File: src/shared/susp_res_pkg.sv
// package: register map, field positions, reset values and timing for suspend/resume control
package susp_res_pkg;
  // ---------------------------------------------------------------
  // register word offsets (byte address = 4 * index)
  // ---------------------------------------------------------------
  localparam logic [3:0] CMD_IDX       = 4'h0;
  localparam logic [3:0] STATE_IDX     = 4'h1;
  localparam logic [3:0] IRQ_STAT_IDX  = 4'h2;
  localparam logic [3:0] IRQ_EN_IDX    = 4'h3;
  localparam logic [3:0] IRQ_CLR_IDX   = 4'h4;
  // ---------------------------------------------------------------
  // command register fields
  // ---------------------------------------------------------------
  localparam int RUN_BIT     = 0;
  localparam int RESET_BIT   = 2;
  localparam int SUSPEND_BIT = 3;
  localparam int RESUME_BIT  = 4;
  // ---------------------------------------------------------------
  // state register fields
  // ---------------------------------------------------------------
  localparam int HALTED_BIT   = 0;
  localparam int SUSPENDED_BIT = 1;
  localparam int EOP_BIT      = 2;
  localparam int BUSRST_BIT   = 3;
  // ---------------------------------------------------------------
  // interrupt status fields
  // ---------------------------------------------------------------
  localparam int IRQ_RESUME_BIT = 0;
  localparam int IRQ_EOP_BIT    = 1;
  localparam int IRQ_HALT_BIT   = 2;
  localparam int IRQ_W          = 3;
  // ---------------------------------------------------------------
  // reset values and timing
  // ---------------------------------------------------------------
  localparam logic [4:0] CMD_RST       = 5'h00;
  localparam logic [2:0] IRQ_RST       = 3'h0;
  localparam int         CLK_MHZ       = 50;
  localparam int         EOP_NS        = 1333;
  localparam int         EOP_CYC       = (EOP_NS * CLK_MHZ) / 1000;
  localparam int         BUS_RST_MS    = 10;
  localparam int         BUS_RST_CYC   = BUS_RST_MS * CLK_MHZ * 1000;
  typedef enum logic [3:0] {
    ST_IDLE   = 4'b0001,
    ST_RESUME = 4'b0010,
    ST_EOP    = 4'b0100,
    ST_BUSRST = 4'b1000
  } sig_state_type;
endpackage

File: src/design/susp_res_ctrl.sv
// design: global suspend / resume control of a usb host controller command register
`timescale 1ns/100ps
module susp_res_ctrl #(
  parameter int BUS_RST_CYC = susp_res_pkg::BUS_RST_CYC,
  parameter int EOP_CYC     = susp_res_pkg::EOP_CYC
) (
  input  wire logic        sys_clk_i,
  input  wire logic        sys_rst_i,
  input  wire logic [3:0]  avs_address_i,
  input  wire logic        avs_read_i,
  input  wire logic        avs_write_i,
  input  wire logic [31:0] avs_writedata_i,
  input  wire logic [3:0]  avs_byteenable_i,
  output logic [31:0]      avs_readdata_o,
  output logic             avs_waitrequest_o,
  input  wire logic        connect_evt_i,
  input  wire logic        disconnect_evt_i,
  input  wire logic        k_state_i,
  input  wire logic        xact_busy_i,
  output logic             drive_resume_o,
  output logic             drive_eop_o,
  output logic             drive_bus_reset_o,
  output logic             run_enable_o,
  output logic             irq_o
);
  // ---------------------------------------------------------------
  // input synchronisers (bus-side levels come from pins)
  // ---------------------------------------------------------------
  logic [2:0] sync1_ff, sync2_ff, nxt_sync1, nxt_sync2;
  always_comb begin
    nxt_sync1 = {k_state_i, disconnect_evt_i, connect_evt_i};
    nxt_sync2 = sync1_ff;
  end
  always_ff @(posedge sys_clk_i) begin
    if (sys_rst_i) begin
      sync1_ff <= 3'h0;
      sync2_ff <= 3'h0;
    end else begin
      sync1_ff <= nxt_sync1;
      sync2_ff <= nxt_sync2;
    end
  end

  // ---------------------------------------------------------------
  // bus access: one wait cycle, answer on the second edge
  // ---------------------------------------------------------------
  logic ack_ff, nxt_ack;
  logic [31:0] rdata_ff, nxt_rdata;
  logic acc, wr_take, rd_take;
  assign acc = (avs_read_i | avs_write_i) & ~ack_ff;
  assign avs_waitrequest_o = (avs_read_i | avs_write_i) & ~ack_ff;
  assign wr_take = avs_write_i & ack_ff & avs_byteenable_i[0];
  assign rd_take = avs_read_i & ~ack_ff;
  assign avs_readdata_o = rdata_ff;

  // ---------------------------------------------------------------
  // control state
  // ---------------------------------------------------------------
  logic [4:0] cmd_ff, nxt_cmd;
  logic [susp_res_pkg::IRQ_W-1:0] stat_ff, nxt_stat, en_ff, nxt_en;
  logic halted_ff, nxt_halted;
  logic [31:0] cnt_ff, nxt_cnt;
  susp_res_pkg::sig_state_type st_ff, nxt_st;
  logic suspended, wake_evt, fr_wr, fr_fall, rst_wr;
  logic [susp_res_pkg::IRQ_W-1:0] evt;
  logic [4:0] wcmd;

  assign wcmd = avs_writedata_i[4:0];
  assign suspended = cmd_ff[susp_res_pkg::SUSPEND_BIT];
  assign wake_evt = suspended & ~cmd_ff[susp_res_pkg::RESUME_BIT] & (|sync2_ff);
  assign fr_wr = wr_take & (avs_address_i == susp_res_pkg::CMD_IDX);
  // the stored bit stays high during resume and EOP, so the fall is taken from the write itself
  assign fr_fall = fr_wr & (st_ff == susp_res_pkg::ST_RESUME)
                   & ~wcmd[susp_res_pkg::RESUME_BIT];
  assign rst_wr = fr_wr & wcmd[susp_res_pkg::RESET_BIT];

  always_comb begin
    nxt_ack = acc;
    nxt_rdata = rdata_ff;
    nxt_cmd = cmd_ff;
    nxt_st = st_ff;
    nxt_cnt = cnt_ff;
    nxt_halted = halted_ff;
    nxt_en = en_ff;
    evt = '0;
    if (fr_wr) begin
      nxt_cmd = wcmd;
      // bit stays one while resume or EOP still runs on the bus
      if (st_ff == susp_res_pkg::ST_RESUME || st_ff == susp_res_pkg::ST_EOP) begin
        nxt_cmd[susp_res_pkg::RESUME_BIT] = 1'b1;
      end
    end
    if (wake_evt) begin
      nxt_cmd[susp_res_pkg::RESUME_BIT] = 1'b1;
      evt[susp_res_pkg::IRQ_RESUME_BIT] = 1'b1;
    end
    unique case (st_ff)
      susp_res_pkg::ST_IDLE: begin
        if (rst_wr) begin
          nxt_st = susp_res_pkg::ST_BUSRST;
          nxt_cnt = 32'h0;
        end else if (nxt_cmd[susp_res_pkg::RESUME_BIT]) begin
          nxt_st = susp_res_pkg::ST_RESUME;
        end
      end
      susp_res_pkg::ST_RESUME: begin
        if (fr_fall) begin
          nxt_st = susp_res_pkg::ST_EOP;
          nxt_cnt = 32'h0;
        end
      end
      susp_res_pkg::ST_EOP: begin
        nxt_cnt = cnt_ff + 32'h1;
        if (cnt_ff >= 32'(EOP_CYC - 1)) begin
          nxt_st = susp_res_pkg::ST_IDLE;
          nxt_cmd[susp_res_pkg::RESUME_BIT] = 1'b0;
          evt[susp_res_pkg::IRQ_EOP_BIT] = 1'b1;
        end
      end
      susp_res_pkg::ST_BUSRST: begin
        // reset on the bus lasts until software clears the bit; logic held in reset state
        if (cnt_ff < 32'(BUS_RST_CYC)) begin
          nxt_cnt = cnt_ff + 32'h1;
        end
        nxt_cmd = susp_res_pkg::CMD_RST;
        nxt_cmd[susp_res_pkg::RESET_BIT] = 1'b1;
        nxt_halted = 1'b1;
        if (fr_wr && !wcmd[susp_res_pkg::RESET_BIT]) begin
          nxt_cmd = wcmd;
          nxt_st = susp_res_pkg::ST_IDLE;
        end
      end
      default: nxt_st = susp_res_pkg::ST_IDLE;
    endcase
    // halted once run is off and the current transaction has ended
    if (!cmd_ff[susp_res_pkg::RUN_BIT] && !xact_busy_i && !halted_ff) begin
      nxt_halted = 1'b1;
      evt[susp_res_pkg::IRQ_HALT_BIT] = 1'b1;
    end else if (cmd_ff[susp_res_pkg::RUN_BIT] && !suspended) begin
      nxt_halted = 1'b0;
    end
    if (wr_take && avs_address_i == susp_res_pkg::IRQ_EN_IDX) begin
      nxt_en = avs_writedata_i[susp_res_pkg::IRQ_W-1:0];
    end
    nxt_stat = stat_ff;
    if (wr_take && avs_address_i == susp_res_pkg::IRQ_CLR_IDX) begin
      nxt_stat = stat_ff & ~avs_writedata_i[susp_res_pkg::IRQ_W-1:0];
    end
    nxt_stat = nxt_stat | evt; // set wins over a clear in the same cycle
    if (rd_take) begin
      nxt_rdata = 32'h0;
      unique case (avs_address_i)
        susp_res_pkg::CMD_IDX:      nxt_rdata[4:0] = cmd_ff;
        susp_res_pkg::STATE_IDX: begin
          nxt_rdata[susp_res_pkg::HALTED_BIT] = halted_ff;
          nxt_rdata[susp_res_pkg::SUSPENDED_BIT] = suspended;
          nxt_rdata[susp_res_pkg::EOP_BIT] = (st_ff == susp_res_pkg::ST_EOP);
          nxt_rdata[susp_res_pkg::BUSRST_BIT] = (st_ff == susp_res_pkg::ST_BUSRST);
        end
        susp_res_pkg::IRQ_STAT_IDX: nxt_rdata[susp_res_pkg::IRQ_W-1:0] = stat_ff;
        susp_res_pkg::IRQ_EN_IDX:   nxt_rdata[susp_res_pkg::IRQ_W-1:0] = en_ff;
        default:                    nxt_rdata = 32'h0;
      endcase
    end
  end

  always_ff @(posedge sys_clk_i) begin
    if (sys_rst_i) begin
      ack_ff    <= 1'b0;
      rdata_ff  <= 32'h0;
      cmd_ff    <= susp_res_pkg::CMD_RST;
      st_ff     <= susp_res_pkg::ST_IDLE;
      cnt_ff    <= 32'h0;
      halted_ff <= 1'b1;
      stat_ff   <= susp_res_pkg::IRQ_RST;
      en_ff     <= susp_res_pkg::IRQ_RST;
    end else begin
      ack_ff    <= nxt_ack;
      rdata_ff  <= nxt_rdata;
      cmd_ff    <= nxt_cmd;
      st_ff     <= nxt_st;
      cnt_ff    <= nxt_cnt;
      halted_ff <= nxt_halted;
      stat_ff   <= nxt_stat;
      en_ff     <= nxt_en;
    end
  end

  // ---------------------------------------------------------------
  // bus drive outputs
  // ---------------------------------------------------------------
  logic res_ff, eop_ff, brst_ff, run_ff, irq_ff;
  logic nxt_res, nxt_eop, nxt_brst, nxt_run, nxt_irq;
  always_comb begin
    nxt_res  = (nxt_st == susp_res_pkg::ST_RESUME);
    nxt_eop  = (nxt_st == susp_res_pkg::ST_EOP);
    nxt_brst = (nxt_st == susp_res_pkg::ST_BUSRST);
    // suspended or resuming: no transactions may be scheduled
    nxt_run  = nxt_cmd[susp_res_pkg::RUN_BIT] & ~nxt_cmd[susp_res_pkg::SUSPEND_BIT]
               & (nxt_st == susp_res_pkg::ST_IDLE);
    nxt_irq  = |(nxt_stat & nxt_en);
  end
  always_ff @(posedge sys_clk_i) begin
    if (sys_rst_i) begin
      res_ff  <= 1'b0;
      eop_ff  <= 1'b0;
      brst_ff <= 1'b0;
      run_ff  <= 1'b0;
      irq_ff  <= 1'b0;
    end else begin
      res_ff  <= nxt_res;
      eop_ff  <= nxt_eop;
      brst_ff <= nxt_brst;
      run_ff  <= nxt_run;
      irq_ff  <= nxt_irq;
    end
  end
  assign drive_resume_o    = res_ff;
  assign drive_eop_o       = eop_ff;
  assign drive_bus_reset_o = brst_ff;
  assign run_enable_o      = run_ff;
  assign irq_o             = irq_ff;
endmodule

File: config.mk
export PLATFORM = sky130hd
export DESIGN_NAME = susp_res_ctrl
export DESIGN_NICKNAME = d
export VERILOG_FILES = /design/src/shared/susp_res_pkg.sv /design/src/design/susp_res_ctrl.sv
export SDC_FILE = /design/constraint.sdc
export NUM_CORES = 1
export LEC_CHECK = 0
export ABC_AREA = 1
export BUFFER_PORTS_ARGS = -buffer_cell sky130_fd_sc_hd__buf_4
export CAP_MARGIN = 20
export CORE_ASPECT_RATIO = 0.7
export CORE_MARGIN = 4
export CORE_UTILIZATION = 58
export CTS_CLUSTER_SIZE = 28
export DETAILED_ROUTE_END_ITERATION = 8
export GPL_TIMING_DRIVEN = 0
export PLACE_DENSITY_LB_ADDON = 0.05
export SKIP_LAST_GASP = 1
export SLEW_MARGIN = 20
export SYNTH_ARGS = -nofsm -noshare
export SYNTH_HDL_FRONTEND = slang
export SYNTH_SLANG_ARGS = --single-unit
File: constraint.sdc
create_clock -name sys_clk_i -period 3.39 [get_ports sys_clk_i]
set_clock_uncertainty 0.15 [all_clocks]
set_input_delay 0.678 -clock sys_clk_i [delete_from_list [all_inputs] [get_ports sys_clk_i]]
set_output_delay 0.678 -clock sys_clk_i [all_outputs]
set_load 0.05 [all_outputs]
# Word level (Yosys, flattened, before mapping)
# Index checks and enable logic that the tools add are counted.
# W data, S select, Z words.
[word_totals] regBits=65 latchBits=0 mem_bits_rw=0 mem_bits_ro=0 wordCells=103 n_memories=0
[classes] addsub=1 mul=0 n_div=0 order_cmp=2 eq_ne=15 shift=0 n_mux=28 n_bitwise=21 n_reduce_logical=20
[op_table] operator="$pmux W32 S4" n=1
[op_table] operator="$mux W32" n=3
[op_table] operator="$add A32 B1 Y32 const B" n=1
[op_table] operator="$ge A32 B7 Y1 const B" n=1
[op_table] operator="$lt A32 B19 Y1 const B" n=1
[op_table] operator="$mux W4" n=6
[op_table] operator="$eq A4 B2 Y1 const B" n=4
[op_table] operator="$pmux W4 S4" n=1
[op_table] operator="$and A1 B1 Y1" n=12
[op_table] operator="$eq A4 B1 Y1 const B" n=3
[op_table] operator="$eq A4 B3 Y1 const B" n=3
[op_table] operator="$pmux W3 S4" n=1
[op_table] operator="$mux W1" n=10
[op_table] operator="$mux W5" n=2
[op_table] operator="$eq A4 B4 Y1 const B" n=2
[op_table] operator="$and A3 B3 Y3" n=2
[op_table] operator="$logic_and A1 B1 Y1" n=6
[op_table] operator="$mux W3" n=2
[op_table] operator="$ne A2 B2 Y1 const B" n=3
[op_table] operator="$reduce_or A3 Y1" n=2
[op_table] operator="$logic_not A1 Y1" n=5
[op_table] operator="$logic_not A4 Y1" n=1
[op_table] operator="$not A1 Y1" n=4
[op_table] operator="$pmux W1 S2" n=2
[op_table] operator="other kinds (8)" n=9

# Logic depth before layout (Yosys ltp)
# Gate-level depths: netlist (run 1).
[logic_depth] word_depth=10 ltp_mapped=13 depth_no_buf=13

# Worst setup path before layout (run 1)
# Ideal clock, no wire load.
[synth_path] kind="input port to output port" from="input avs_read_i" to="output avs_waitrequest_o" t_arrival_ns=1.514 required_ns=2.562 slack_ns=1.048 cell_stages=2 path_buffers=0 cell_sequence="inv_1 > a21oi_1"
[synth_between] elab_chain_cells=2
[synth_rtl] item="start, declared" line="susp_res_ctrl.sv:10" rtl="input wire logic avs_read_i,"
[synth_rtl] item="$or A1 B1 Y1" line="susp_res_ctrl.sv:51" rtl="assign avs_waitrequest_o = (avs_read_i | avs_write_i) & ~ack_ff;"
[synth_rtl] item="$and A1 B1 Y1" line="susp_res_ctrl.sv:51"
[synth_rtl] item="end, declared" line="susp_res_ctrl.sv:15" rtl="output logic avs_waitrequest_o,"
# No other way between the ends.

# Worst setup path after layout (run 1)
[layout_path] from="register cnt_ff[0]" to="register cnt_ff[16]"
[layout_between] elab_chain_cells=3
[layout_rtl] item="start, declared" line="susp_res_ctrl.sv:62" rtl="logic [31:0] cnt_ff, nxt_cnt;"
[layout_rtl] item="start signal, assigned" line="susp_res_ctrl.sv:182" rtl="cnt_ff <= nxt_cnt;"
[layout_rtl] item="$add A32 B1 Y32 / $lt A32 B19 Y1 (equally long branches)" line="susp_res_ctrl.sv:113, susp_res_ctrl.sv:123, susp_res_ctrl.sv:122"
[layout_rtl] item="$mux W32 / $ne A2 B2 Y1 (equally long branches)"
[layout_rtl] item="$pmux W32 S4 / $reduce_and A4 Y1 (equally long branches)"
# Several ways; a longest one is shown, not always the timed one. The select of a mux whose other input is x is not followed.
# A chain may end at the register's enable or synchronous reset.

==> load_flow_metrics.sql, run 1 <==
INSERT INTO impl_metrics (metric_group, metric, value, unit) VALUES
('synth', 'post_synth_edffs', '0', ''),
('global_route', 'grt_use_total', '0.279', ''),
('timing', 'timing_hold_violations_final', '0', ''),
('critical_path', 'required', '3450', 'ps'),
('synth', 'post_synth_most_frequent_cells', 'sky130_fd_sc_hd__nand2_1 (201), sky130_fd_sc_hd__nor2_1 (113), sky130_fd_sc_hd__dfxtp_1 (65)', ''),
('timing', 'setup_tns', '0', 'ps'),
('global_route', 'antenna_found_initial', '0', ''),
('run', 'max_capacitance_violation_total', '0', ''),
('route', 'routed_vias', '4286', ''),
('route', 'drc', '0', ''),
('critical_path', 'setup.worst_path.start_class', 'register', ''),
('die', 'chipHeight', '78.5', 'um'),
('global_route', 'top_usage_layer', 'met1', ''),
('global_route', 'grt_pass1_vias', '3888', ''),
('synth', 'synth_flop_cell', 'sky130_fd_sc_hd__dfxtp_1', ''),
('route', 'drtIter0Drc', '366', ''),
('timing', 'finalMaxSlewViolations', '0', ''),
('outcome', 'outcome', 'completed', ''),
('timing', 'slew-limit-headroom', '0.614', ''),
('global_route', 'use_met1', '0.422', ''),
('timing', 'min_period_over_period', '0.660', ''),
('clock_network', 'clock_sinks', '65', ''),
('clock_network', 'cts.hold.buffers_added', '0', ''),
('timing', 'post_route_worst_setup_slack', '1150', 'ps'),
('timing', 'worst_slew_pin_slew', '574', 'ps'),
('placed_design', 'numPortBuffers', '28', ''),
('synth', 'ys_warn_count', '0', ''),
('global_route', 'grt_pass1_wl', '18600', 'um'),
('timing', 'rsz0062_at_grt', 'no', ''),
('finish', 'nets', '788', ''),
('finish', 'areaGrowthSynthToFinish', '15.3', '%'),
('timing', 'timing.final.setup_violations', '0', ''),
('clock_network', 'worst_path_clk_slew', '80', 'ps'),
('synth', 'netlist.top_cell.by_area', 'sky130_fd_sc_hd__dfxtp_1', ''),
('placed_design', 'dp_slack', '965', 'ps'),
('clock_network', 'worstSkewPairLatency', '340', 'ps'),
('critical_path', 'critPathArrivalTime', '2290', 'ps'),
('global_route', 'grt_overflow', '0', ''),
('critical_path', 'setup.worst_path.class', 'register to register', ''),
('synth', 'postSynth.asyncResetShare', '0', ''),
('timing', 'timing.final.crit_period', '2240', 'ps'),
('clock_network', 'tritoncts_buffer_count', '9', ''),
('global_route', 'met3_layer_usage_reported_by_global_route', '0.0534', ''),
('critical_path', 'worstSetupEndpointType', 'register', ''),
('critical_path', 'critical_path_peak_fanout', '6', ''),
('timing', 'max_freq', '447', 'MHz'),
('finish', 'share_of_layout_cells_above_drive_strength_1', '0.143', ''),
('placed_design', 'dp_hpwl', '8960', 'um'),
('worst_hold_path', 'holdCritPathClass', 'register to register', ''),
('synth', 'sequential_element_share_of_the_synthesized_area', '0.316', ''),
('clock_network', 'setup_fix_bufs_post_cts', '0', ''),
('critical_path', 'worstPathCellList', 'ha_1 > inv_1 > nor2_1 > nand2_1 > nor2_1 > xnor2_1 > nor2_1 > nand3_1 > a21oi_1', ''),
('route', 'drtPass1Iterations', '5', ''),
('clock_network', 'cts.path.max_buffers', '2', ''),
('clock_network', 'clockRootBuffer', 'sky130_fd_sc_hd__clkbuf_8', ''),
('critical_path', 'critPathMaxStageDelay', '470', 'ps'),
('critical_path', 'worst_path_dominant_cell_family', 'simple AND/OR/NAND/NOR gates', ''),
('die', 'initial_utilization', '0.603', ''),
('die', 'placementRows', '25', ''),
('synth', 'synth.top_cell.area_share', '0.316', ''),
('die', 'chipWidth', '109', 'um'),
('route', 'route.final.wire_length', '11300', 'um'),
('synth', 'syn-instance-count', '672', ''),
('synth', 'top_count_cell_post_synth', 'sky130_fd_sc_hd__nand2_1', ''),
('clock_network', 'cts_repair_resize_count', '0', ''),
('timing', 'final.hold.worst_slack', '257', 'ps'),
('synth', 'synthDistinctLibCells', '34', ''),
('clock_network', 'ctsHtreeMaxLevel', '3', ''),
('finish', 'antennaDiodeCount', '0', ''),
('route', 'route.antenna.remaining_nets', '0', ''),
('synth', 'mappedNetlistArea', '4110', 'sq um');
[through the flow]
step,instance area (sq um),std cells,utilization
floorplan,4210,698,-
global placement,4540,820,0.666
detailed placement,4540,820,0.666
CTS,4740,836,0.695
global route,4740,836,0.695
finish,4740,836,0.695
[report_power, final]
part / total (uW) / internal, uW / switching (uW)
clock: 667 / 344 / 323
combinational: 223 / 66.6 / 157
sequential: 779 / 772 / 6.55
[worst min-delay path: stages (launching register included)]
cell                      delay [ps]
sky130_fd_sc_hd__dfxtp_1         300
sky130_fd_sc_hd__inv_1            40
sky130_fd_sc_hd__nor2_1           30
[cell families after synthesis]
group | count (synthesis) | share of synthesized area
buffers and inverters | 116 | 0.140
DFF | 65 | 0.316
other | 1 | 0.000912
adders and majority gates | 3 | 0.00913
xor gates and xnor gates | 14 | 0.0298
AOI/OAI and AO/OA | 61 | 0.0785
and+or+nand+nor | 412 | 0.425
[layout by cell type (no fill, tap or decap), drive strengths merged]
| master | instances |
|---|---|
| nand2 | 211 |
| nor2 | 120 |
| inv | 72 |
| buf | 67 |
| dfxtp | 65 |
| nand3 | 60 |
| a21oi | 43 |
| conb | 27 |
| clkbuf | 14 |
| o21ai | 12 |
| nor3 | 11 |
| xor2 | 8 |
| nand4 | 7 |
| xnor2 | 6 |
| ha | 3 |
| clkinvlp | 3 |
| clkinv | 3 |
| and2 | 2 |
| o211ai | 1 |
| o21a | 1 |
| a31oi | 1 |
| a22oi | 1 |
| a2111oi | 1 |
| nor4 | 1 |
| o22ai | 1 |
| bufinv | 1 |
[layout make-up]
type | count | area [sq um]
buffer | 44 | 304
clock buffer | 9 | 124
clock inverter | 7 | 78.8
fill | 649 | 2080
inverter | 72 | 272
multi-input combinational | 517 | 2330
sequential | 65 | 1300
tap | 94 | 118
timing repair buffer | 28 | 210
[worst paths after layout]
check | end | slack (ps) | from | depth (start not counted)
worst max-delay path | cnt_ff[16] | 1150 | cnt_ff[0] | 9
worst min-delay path | sync2_ff[0] | 260 | nxt_sync2[0] | 2
worst max register to register | cnt_ff[16] | 1150 | cnt_ff[0] | 9
worst min register to register | sync2_ff[0] | 260 | nxt_sync2[0] | 2
[layer usage]
layer,part of all wire,wire length (um)
met3,0.098,1110
met1,0.49,5510
met4,0.0097,110
met2,0.41,4600
met5,0,0
[sequential cells by signal (all words and copies together), names as in the netlist, 3 cells and up]
register	count
stat_ff	3
st_ff	4
nxt_sync2	3
sync2_ff	3
cmd_ff	5
en_ff	3
cnt_ff	32
avs_readdata_o	5
Power figures use the tool's default switching activity.
==> run 2: changes to the inputs <==
Settings changed: CORE_UTILIZATION 58 to 55.
Clock period 3.39 ns to 2.1 ns, I/O delays scaled along.
==> load_flow_metrics.sql, run 2 (synthesis gave the netlist of run 1 again) <==
INSERT INTO impl_metrics (metric_group, metric, value, unit) VALUES
('die', 'chipWidth', '111', 'um'),
('timing', 'final.hold.worst_slack', '103', 'ps'),
('outcome', 'outcome', 'completed', ''),
('finish', 'antennaDiodeCount', '0', ''),
('finish', 'regMostFlops', 'cnt_ff', ''),
('critical_path', 'required', '2230', 'ps'),
('finish', 'nets', '789', ''),
('route', 'route.final.wire_length', '10900', 'um'),
('clock_network', 'cts_tree', 'built', ''),
('placed_design', 'dp_hpwl', '8650', 'um'),
('clock_network', 'worstSkewPairLatency', '350', 'ps'),
('timing', 'min_period_over_period', '0.932', ''),
('route', 'drtIter0Drc', '409', ''),
('die', 'placementRows', '26', ''),
('global_route', 'grt_overflow', '0', ''),
('finish', 'fillCellCount', '684', ''),
('critical_path', 'critical_path_peak_fanout', '6', ''),
('clock_network', 'clock_sinks', '65', ''),
('placed_design', 'post-place-cells', '824', ''),
('die', 'top_level_ports', '86', ''),
('critical_path', 'worstSetupEndpointType', 'register', ''),
('critical_path', 'worst_r2r_startpoint', 'cnt_ff[2]', ''),
('finish', 'largest_register_ffs', '32', ''),
('timing', 'max_freq', '511', 'MHz'),
('critical_path', 'setup.worst_path.start_class', 'register', ''),
('timing', 'slew-limit-headroom', '0.595', ''),
('critical_path', 'critPathMaxStageDelay', '480', 'ps'),
('die', 'chipHeight', '80.4', 'um'),
('worst_hold_path', 'worst_hold_startpoint', 'sys_rst_i', ''),
('critical_path', 'rrSetupSlack', '140', 'ps'),
('run', 'max_capacitance_violation_total', '0', ''),
('critical_path', 'reg2reg_depth', '10', ''),
('placed_design', 'globalplace.congestion', '1.03', ''),
('pwr', 'powerDensity', '586', 'nW/um^2'),
('placed_design', 'numPortBuffers', '28', ''),
('clock_network', 'clockRootBuffer', 'sky130_fd_sc_hd__clkbuf_8', ''),
('route', 'route.antenna.remaining_nets', '0', ''),
('finish', 'share_of_layout_cells_above_drive_strength_1', '0.163', ''),
('timing', 'timing.final.crit_period', '1960', 'ps'),
('finish', 'layout.cells.most_common_list', 'sky130_fd_sc_hd__nand2_1 (199), sky130_fd_sc_hd__nor2_1 (108), sky130_fd_sc_hd__inv_1 (63), sky130_fd_sc_hd__dfxtp_1 (63)', ''),
('clock_network', 'cts.hold.buffers_added', '0', ''),
('timing', 'rsz0062_at_grt', 'yes', ''),
('route', 'drtPass1Iterations', '7', ''),
('global_route', 'grt_start_max_net_pins', '14', ''),
('global_route', 'grt_pass1_wl', '17800', 'um'),
('timing', 'worst_slew_pin_slew', '601', 'ps'),
('timing', 'finalMaxSlewViolations', '0', ''),
('pwr', 'leak_pwr', '0.00200', 'uW'),
('pwr', 'worst_ir_drop_vdd', '439', 'uV'),
('clock_network', 'cts.path.max_buffers', '2', ''),
('route', 'vias_per_cell', '5.13', ''),
('global_route', 'grt_pass1_vias', '3761', ''),
('global_route', 'grt_use_total', '0.248', ''),
('die', 'design.core.area', '7290', 'sq um'),
('worst_hold_path', 'min_delay_worst_endpoint', 'cmd_ff[1]', ''),
('die', 'floorplan.die_area', '8950', 'sq um'),
('clock_network', 'ctsHtreeMaxLevel', '3', ''),
('critical_path', 'slowest_stage', 'sky130_fd_sc_hd__dfxtp_1', ''),
('route', 'route.detailed.wl_per_inst', '13.0', 'um'),
('critical_path', 'worstPathCellList', 'nand2_1 > nor2_1 > nand2_1 > nor2_2 > nand2_1 > nand2_1 > nand2_1 > nor2_1 > nand3_1 > a21oi_1', ''),
('clock_network', 'worst_path_clk_slew', '80', 'ps'),
('route', 'drc', '0', ''),
('timing', 'timing_hold_violations_final', '0', ''),
('global_route', 'antenna_found_initial', '0', ''),
('route', 'routed_vias', '4311', ''),
('critical_path', 'worst_path_most_repeated_cell', 'sky130_fd_sc_hd__nand2_1', ''),
('finish', 'mostFrequentLayoutCell', 'sky130_fd_sc_hd__nand2_1', ''),
('timing', 'timing.final.setup_violations', '0', ''),
('critical_path', 'setup.worst_path.class', 'register to register', ''),
('critical_path', 'capturing_point_of_the_worst_reg2reg_path', 'cnt_ff[30]', ''),
('die', 'initial_utilization', '0.565', ''),
('critical_path', 'critPathArrivalTime', '2090', 'ps'),
('clock_network', 'tritoncts_buffer_count', '9', ''),
('finish', 'layout.cells.non_filler', '841', ''),
('finish', 'areaGrowthSynthToFinish', '17.0', '%'),
('finish', 'finished_core_util', '0.661', ''),
('worst_hold_path', 'holdCritPathClass', 'primary input to register', ''),
('worst_hold_path', 'whs_path_depth', '2', '');
run 2: critical path: cells and delay by family (launching register included):
kind            cells  cell delay, ps
simple gates        9            1120
compound gates      1             140
flops               1             480
run 2: report_power, final:
group | total, uW | internal [uW] | switching [uW] | leakage (uW)
Combinational | 361 | 110 | 251 | 0.00136
Sequential | 1260 | 1250 | 10.4 | 0.000527
Clock | 1200 | 677 | 527 | 0.000110
run 2: worst max path at each step:
stage | startpoint | to | slack (ps) | cells after the start
detailed placement | avs_address_i[2] | cnt_ff[18] | -50 | 14
floorplan | avs_read_i | avs_waitrequest_o | 270 | 2
finish | cnt_ff[2] | cnt_ff[30] | 140 | 10
global route | cnt_ff[2] | cnt_ff[30] | -20 | 10
CTS | cnt_ff[0] | cnt_ff[24] | 40 | 11
global placement | avs_address_i[2] | cnt_ff[31] | -6 | 14
run 2: layer usage:
metal / track usage / vias to the layer above / wire, um
met2: 0.356 / 163 / 4300
met1: 0.370 / 1952 / 5340
met5: 0 / - / 0
met3: 0.0557 / 15 / 1180
met4: 0.0693 / 0 / 108
li1: - / 2181 / -
run 2: area by class of cell:
cell class,instances,area (sq um),share of cell area
plain buffers,44,307,0.0637
clock buffers,9,124,0.0257
clock inverters,7,103,0.0213
inverters,72,272,0.0564
multi-input cells,517,2360,0.491
flip-flops and latches,65,1300,0.271
well taps,98,123,0.0255
repair buffers,29,218,0.0452
run 2: stage by stage:
step | worst slack (ps) | TNS [ps] | area [sq um] | power, uW
floorplan | 274 | 0 | 4210 | 1560
global placement | -5.99 | -26.3 | 4540 | 1630
detailed placement | -54.1 | -1010 | 4540 | 1640
CTS | 38.8 | 0 | 4770 | 2840
global route | -19.7 | -19.7 | 4810 | 2930
finish | 143 | 0 | 4810 | 2820
run 2: repair_timing:
item                       4_1_cts  5_1_grt
pin swaps                        0        1
setup endpoints to repair        3       29
cloned                           0        0
setup buffers                    0        1
gates resized for setup          1       14
==> run 3: changes to the inputs <==
Settings changed: ABC_AREA 1 to unset, CORE_UTILIZATION 55 to 54.
==> load_flow_metrics.sql, run 3 <==
INSERT INTO impl_metrics (metric_group, metric, value, unit) VALUES
('outcome', 'violations', 'negative setup slack', ''),
('finish', 'areaGrowthSynthToFinish', '44.9', '%'),
('finish', 'nets', '555', ''),
('clock_network', 'worst_path_clk_slew', '70', 'ps'),
('finish', 'largest_register_ffs', '32', ''),
('clock_network', 'cts_tree', 'built', ''),
('synth', 'synth.top_cells.by_area', 'sky130_fd_sc_hd__dfxtp_1 (37%), sky130_fd_sc_hd__o31ai_1 (6.2%), sky130_fd_sc_hd__buf_4 (5.8%), sky130_fd_sc_hd__or4_1 (5.4%), sky130_fd_sc_hd__a21oi_1 (4.6%)', ''),
('global_route', 'grt_pass1_vias', '3368', ''),
('timing', 'rsz0062_at_grt', 'yes', ''),
('clock_network', 'clock_sinks', '65', ''),
('timing', 'timing_hold_violations_final', '0', ''),
('die', 'floorplan.die_area', '7850', 'sq um'),
('synth', 'syn-instance-count', '404', ''),
('critical_path', 'critical_path_peak_fanout', '8', ''),
('synth', 'synthDistinctLibCells', '50', ''),
('synth', 'synth.top_cell.area_share', '0.372', ''),
('finish', 'regMostFlops', 'cnt_ff', ''),
('clock_network', 'cts.path.max_buffers', '2', ''),
('synth', 'postSynth.asyncResetShare', '0', ''),
('timing', 'worst_slew_pin_slew', '640', 'ps'),
('finish', 'share_of_layout_cells_above_drive_strength_1', '0.411', ''),
('critical_path', 'required', '2240', 'ps'),
('placed_design', 'dp_hpwl', '6490', 'um'),
('global_route', 'grt_overflow', '0', ''),
('critical_path', 'capturing_point_of_the_worst_reg2reg_path', 'cnt_ff[23]', ''),
('synth', 'post_synth_most_frequent_cells', 'sky130_fd_sc_hd__dfxtp_1 (65), sky130_fd_sc_hd__a21oi_1 (32), sky130_fd_sc_hd__o31ai_1 (29)', ''),
('pwr', 'leak_pwr', '0.00197', 'uW'),
('run', 'max_capacitance_violation_total', '0', ''),
('route', 'vias_per_cell', '6.44', ''),
('route', 'routed_vias', '3781', ''),
('synth', 'synth.ff_latch_count', '65', ''),
('pwr', 'worst_ir_drop_vdd', '535', 'uV'),
('timing', 'max_freq', '417', 'MHz'),
('timing', 'post_route_worst_setup_slack', '-297', 'ps'),
('finish', 'mostFrequentLayoutCell', 'sky130_fd_sc_hd__buf_4', ''),
('die', 'top_level_ports', '86', ''),
('pwr', 'powerDensity', '532', 'nW/um^2'),
('global_route', 'grt_pass1_wl', '17100', 'um'),
('timing', 'setup_tns', '-7800', 'ps'),
('pwr', 'power_switching_share', '0.264', ''),
('die', 'chipHeight', '75.3', 'um'),
('critical_path', 'worstSetupEndpointType', 'register', ''),
('pwr', 'clock_power_share', '0.424', ''),
('critical_path', 'rrSetupSlack', '-300', 'ps'),
('global_route', 'antenna_found_initial', '0', ''),
('clock_network', 'ctsHtreeMaxLevel', '3', ''),
('placed_design', 'numPortBuffers', '26', ''),
('timing', 'finalMaxSlewViolations', '0', ''),
('critical_path', 'setup.worst_path.start_class', 'register', ''),
('timing', 'timing.final.setup_violations', '35', ''),
('worst_hold_path', 'holdCritPathClass', 'primary input to register', ''),
('clock_network', 'tritoncts_buffer_count', '9', ''),
('clock_network', 'clockRootBuffer', 'sky130_fd_sc_hd__clkbuf_8', ''),
('finish', 'antennaDiodeCount', '0', ''),
('finish', 'finished_core_util', '0.812', ''),
('placed_design', 'dp_slack', '-738', 'ps'),
('die', 'placementRows', '24', ''),
('critical_path', 'critPathArrivalTime', '2540', 'ps'),
('pwr', 'cell_internal_pwr', '1980', 'uW'),
('critical_path', 'worst_r2r_startpoint', 'st_ff[1]', ''),
('finish', 'layout.cells.most_common_list', 'sky130_fd_sc_hd__buf_4 (88), sky130_fd_sc_hd__dfxtp_1 (48), sky130_fd_sc_hd__conb_1 (27)', ''),
('worst_hold_path', 'whs_path_depth', '2', ''),
('synth', 'synth_flop_cell', 'sky130_fd_sc_hd__dfxtp_1', ''),
('route', 'drc', '0', ''),
('finish', 'fillCellCount', '372', ''),
('synth', 'sequential_element_share_of_the_synthesized_area', '0.372', ''),
('finish', 'register_area', '1340', 'sq um'),
('route', 'route.final.wire_length', '11500', 'um'),
('synth', 'post_synth_edffs', '0', ''),
('route', 'drtIter0Drc', '432', ''),
('clock_network', 'worstSkewPairLatency', '360', 'ps'),
('timing', 'timing.final.crit_period', '2400', 'ps'),
('pwr', 'sequential_cell_fraction_of_total_power', '0.459', ''),
('timing', 'slew-limit-headroom', '0.573', ''),
('synth', 'mappedNetlistArea', '3500', 'sq um'),
('die', 'chipWidth', '104', 'um'),
('route', 'route.detailed.wl_per_inst', '19.6', 'um'),
('global_route', 'grt_start_max_net_pins', '11', ''),
('synth', 'ys_warn_count', '0', ''),
('die', 'initial_utilization', '0.560', ''),
('synth', 'top_count_cell_post_synth', 'sky130_fd_sc_hd__dfxtp_1', ''),
('pwr', 'power.combinational.fraction', '0.117', ''),
('synth', 'netlist.top_cell.by_area', 'sky130_fd_sc_hd__dfxtp_1', ''),
('timing', 'min_period_over_period', '1.14', ''),
('critical_path', 'reg2reg_depth', '8', ''),
('worst_hold_path', 'min_delay_worst_endpoint', 'nxt_sync2[2]', ''),
('route', 'route.antenna.remaining_nets', '0', ''),
('worst_hold_path', 'worst_hold_startpoint', 'k_state_i', ''),
('route', 'drtPass1Iterations', '5', ''),
('global_route', 'grt_use_total', '0.276', ''),
('outcome', 'outcome', 'complete, but fails checks', ''),
('placed_design', 'globalplace.congestion', '0.890', ''),
('die', 'design.core.area', '6250', 'sq um'),
('critical_path', 'setup.worst_path.class', 'register to register', ''),
('pwr', 'p_sw', '713', 'uW'),
('synth', 'synth_area_per_cell', '8.66', 'sq um'),
('finish', 'area_of_combinational_cells_with_multiple_inputs', '2410', 'sq um');
==> run 3: cell count changes after synthesis, sizes merged, moves of 9 or more <==
cell | before | now
a21oi | 43 | 32
and3 | 0 | 9
clkbuf | 5 | 18
inv | 71 | 6
mux2i | 0 | 10
nand2 | 211 | 19
nand3 | 60 | 15
nand4 | 7 | 17
nor2 | 120 | 28
nor4 | 1 | 10
o21ai | 12 | 1
o31ai | 0 | 29
or4 | 0 | 25
==> run 3: worst max path at each step <==
stage / startpoint / end / slack [ps]
after CTS: st_ff[2] / cnt_ff[20] / -210
after detailed placement: st_ff[2] / cnt_ff[27] / -740
final: st_ff[1] / cnt_ff[23] / -300
after global routing: st_ff[1] / cnt_ff[7] / -380
after global placement: st_ff[2] / cnt_ff[27] / -720
after floorplan: avs_address_i[0] / cnt_ff[20] / -220
==> run 3: timing repair <==
item / 4_1_cts / 5_1_grt
hold buffers: 0 / 0
buffers inserted: 25 / 11
pin swaps: 14 / 13
gates cloned: 3 / 1
resized for setup: 71 / 48
endpoints found under the setup margin: 37 / 39
==> run 3: worst max-delay path, cell delays in order (launching register included) <==
cell and delay, ps:
sky130_fd_sc_hd__dfxtp_4 390, sky130_fd_sc_hd__nor4b_4 310, sky130_fd_sc_hd__buf_4 180, sky130_fd_sc_hd__nor4_2 60, sky130_fd_sc_hd__or3_4 350, sky130_fd_sc_hd__buf_8 160
sky130_fd_sc_hd__buf_6 130, sky130_fd_sc_hd__or4_1 440, sky130_fd_sc_hd__a21oi_2 170
==> run 3: stage by stage <==
stage / instances / hold slack (ps) / power (uW) / instance area (sq um)
2_1_floorplan: 430 / 264 / 1500 / 3770
6_report: 587 / 121 / 2700 / 5070
3_5_place_dp: 534 / 277 / 1550 / 4070
3_3_place_gp: 534 / 267 / 1550 / 4070
4_1_cts: 575 / 122 / 2670 / 4760
5_1_grt: 587 / 140 / 2780 / 5070
==> run 3: power by group through the flow <==
stage	clock (uW)	combinational (uW)	sequential (uW)
4_1_cts	1130	295	1240
5_1_grt	1210	333	1240
3_5_place_dp	0	277	1270
3_3_place_gp	0	274	1270
6_report	1140	317	1240
2_1_floorplan	0	222	1270
==> run 3: kinds of logic (layout without fill, tap and decap cells) <==
family,Yosys count,count (layout),share of synthesized area
other,1,27,0.00107
adders and majority gates,3,3,0.0107
muxes,13,13,0.0479
and+or+nand+nor,171,171,0.293
DFF,65,65,0.372
AOI/OAI and AO/OA,91,92,0.178
buffers and inverters,59,137,0.0948
xor gates and xnor gates,1,1,0.00250
==> run 3: layout make-up <==
cell class / count / share of cell area
inverters: 7 / 0.00518
flip-flops and latches: 65 / 0.264
well taps: 78 / 0.0192
repair buffers: 65 / 0.106
clock buffers: 14 / 0.0341
multi-input cells: 307 / 0.476
plain buffers: 49 / 0.0879
clock inverters: 2 / 0.00691
==> run 3: layer usage <==
metal,vias up,track usage,wire length [um],share of wire
met2,231,0.420,5260,0.46
met4,0,0.0959,239,0.021
met1,1818,0.382,4900,0.43
met5,-,0,0,0
li1,1700,-,-,-
met3,32,0.0787,1130,0.098
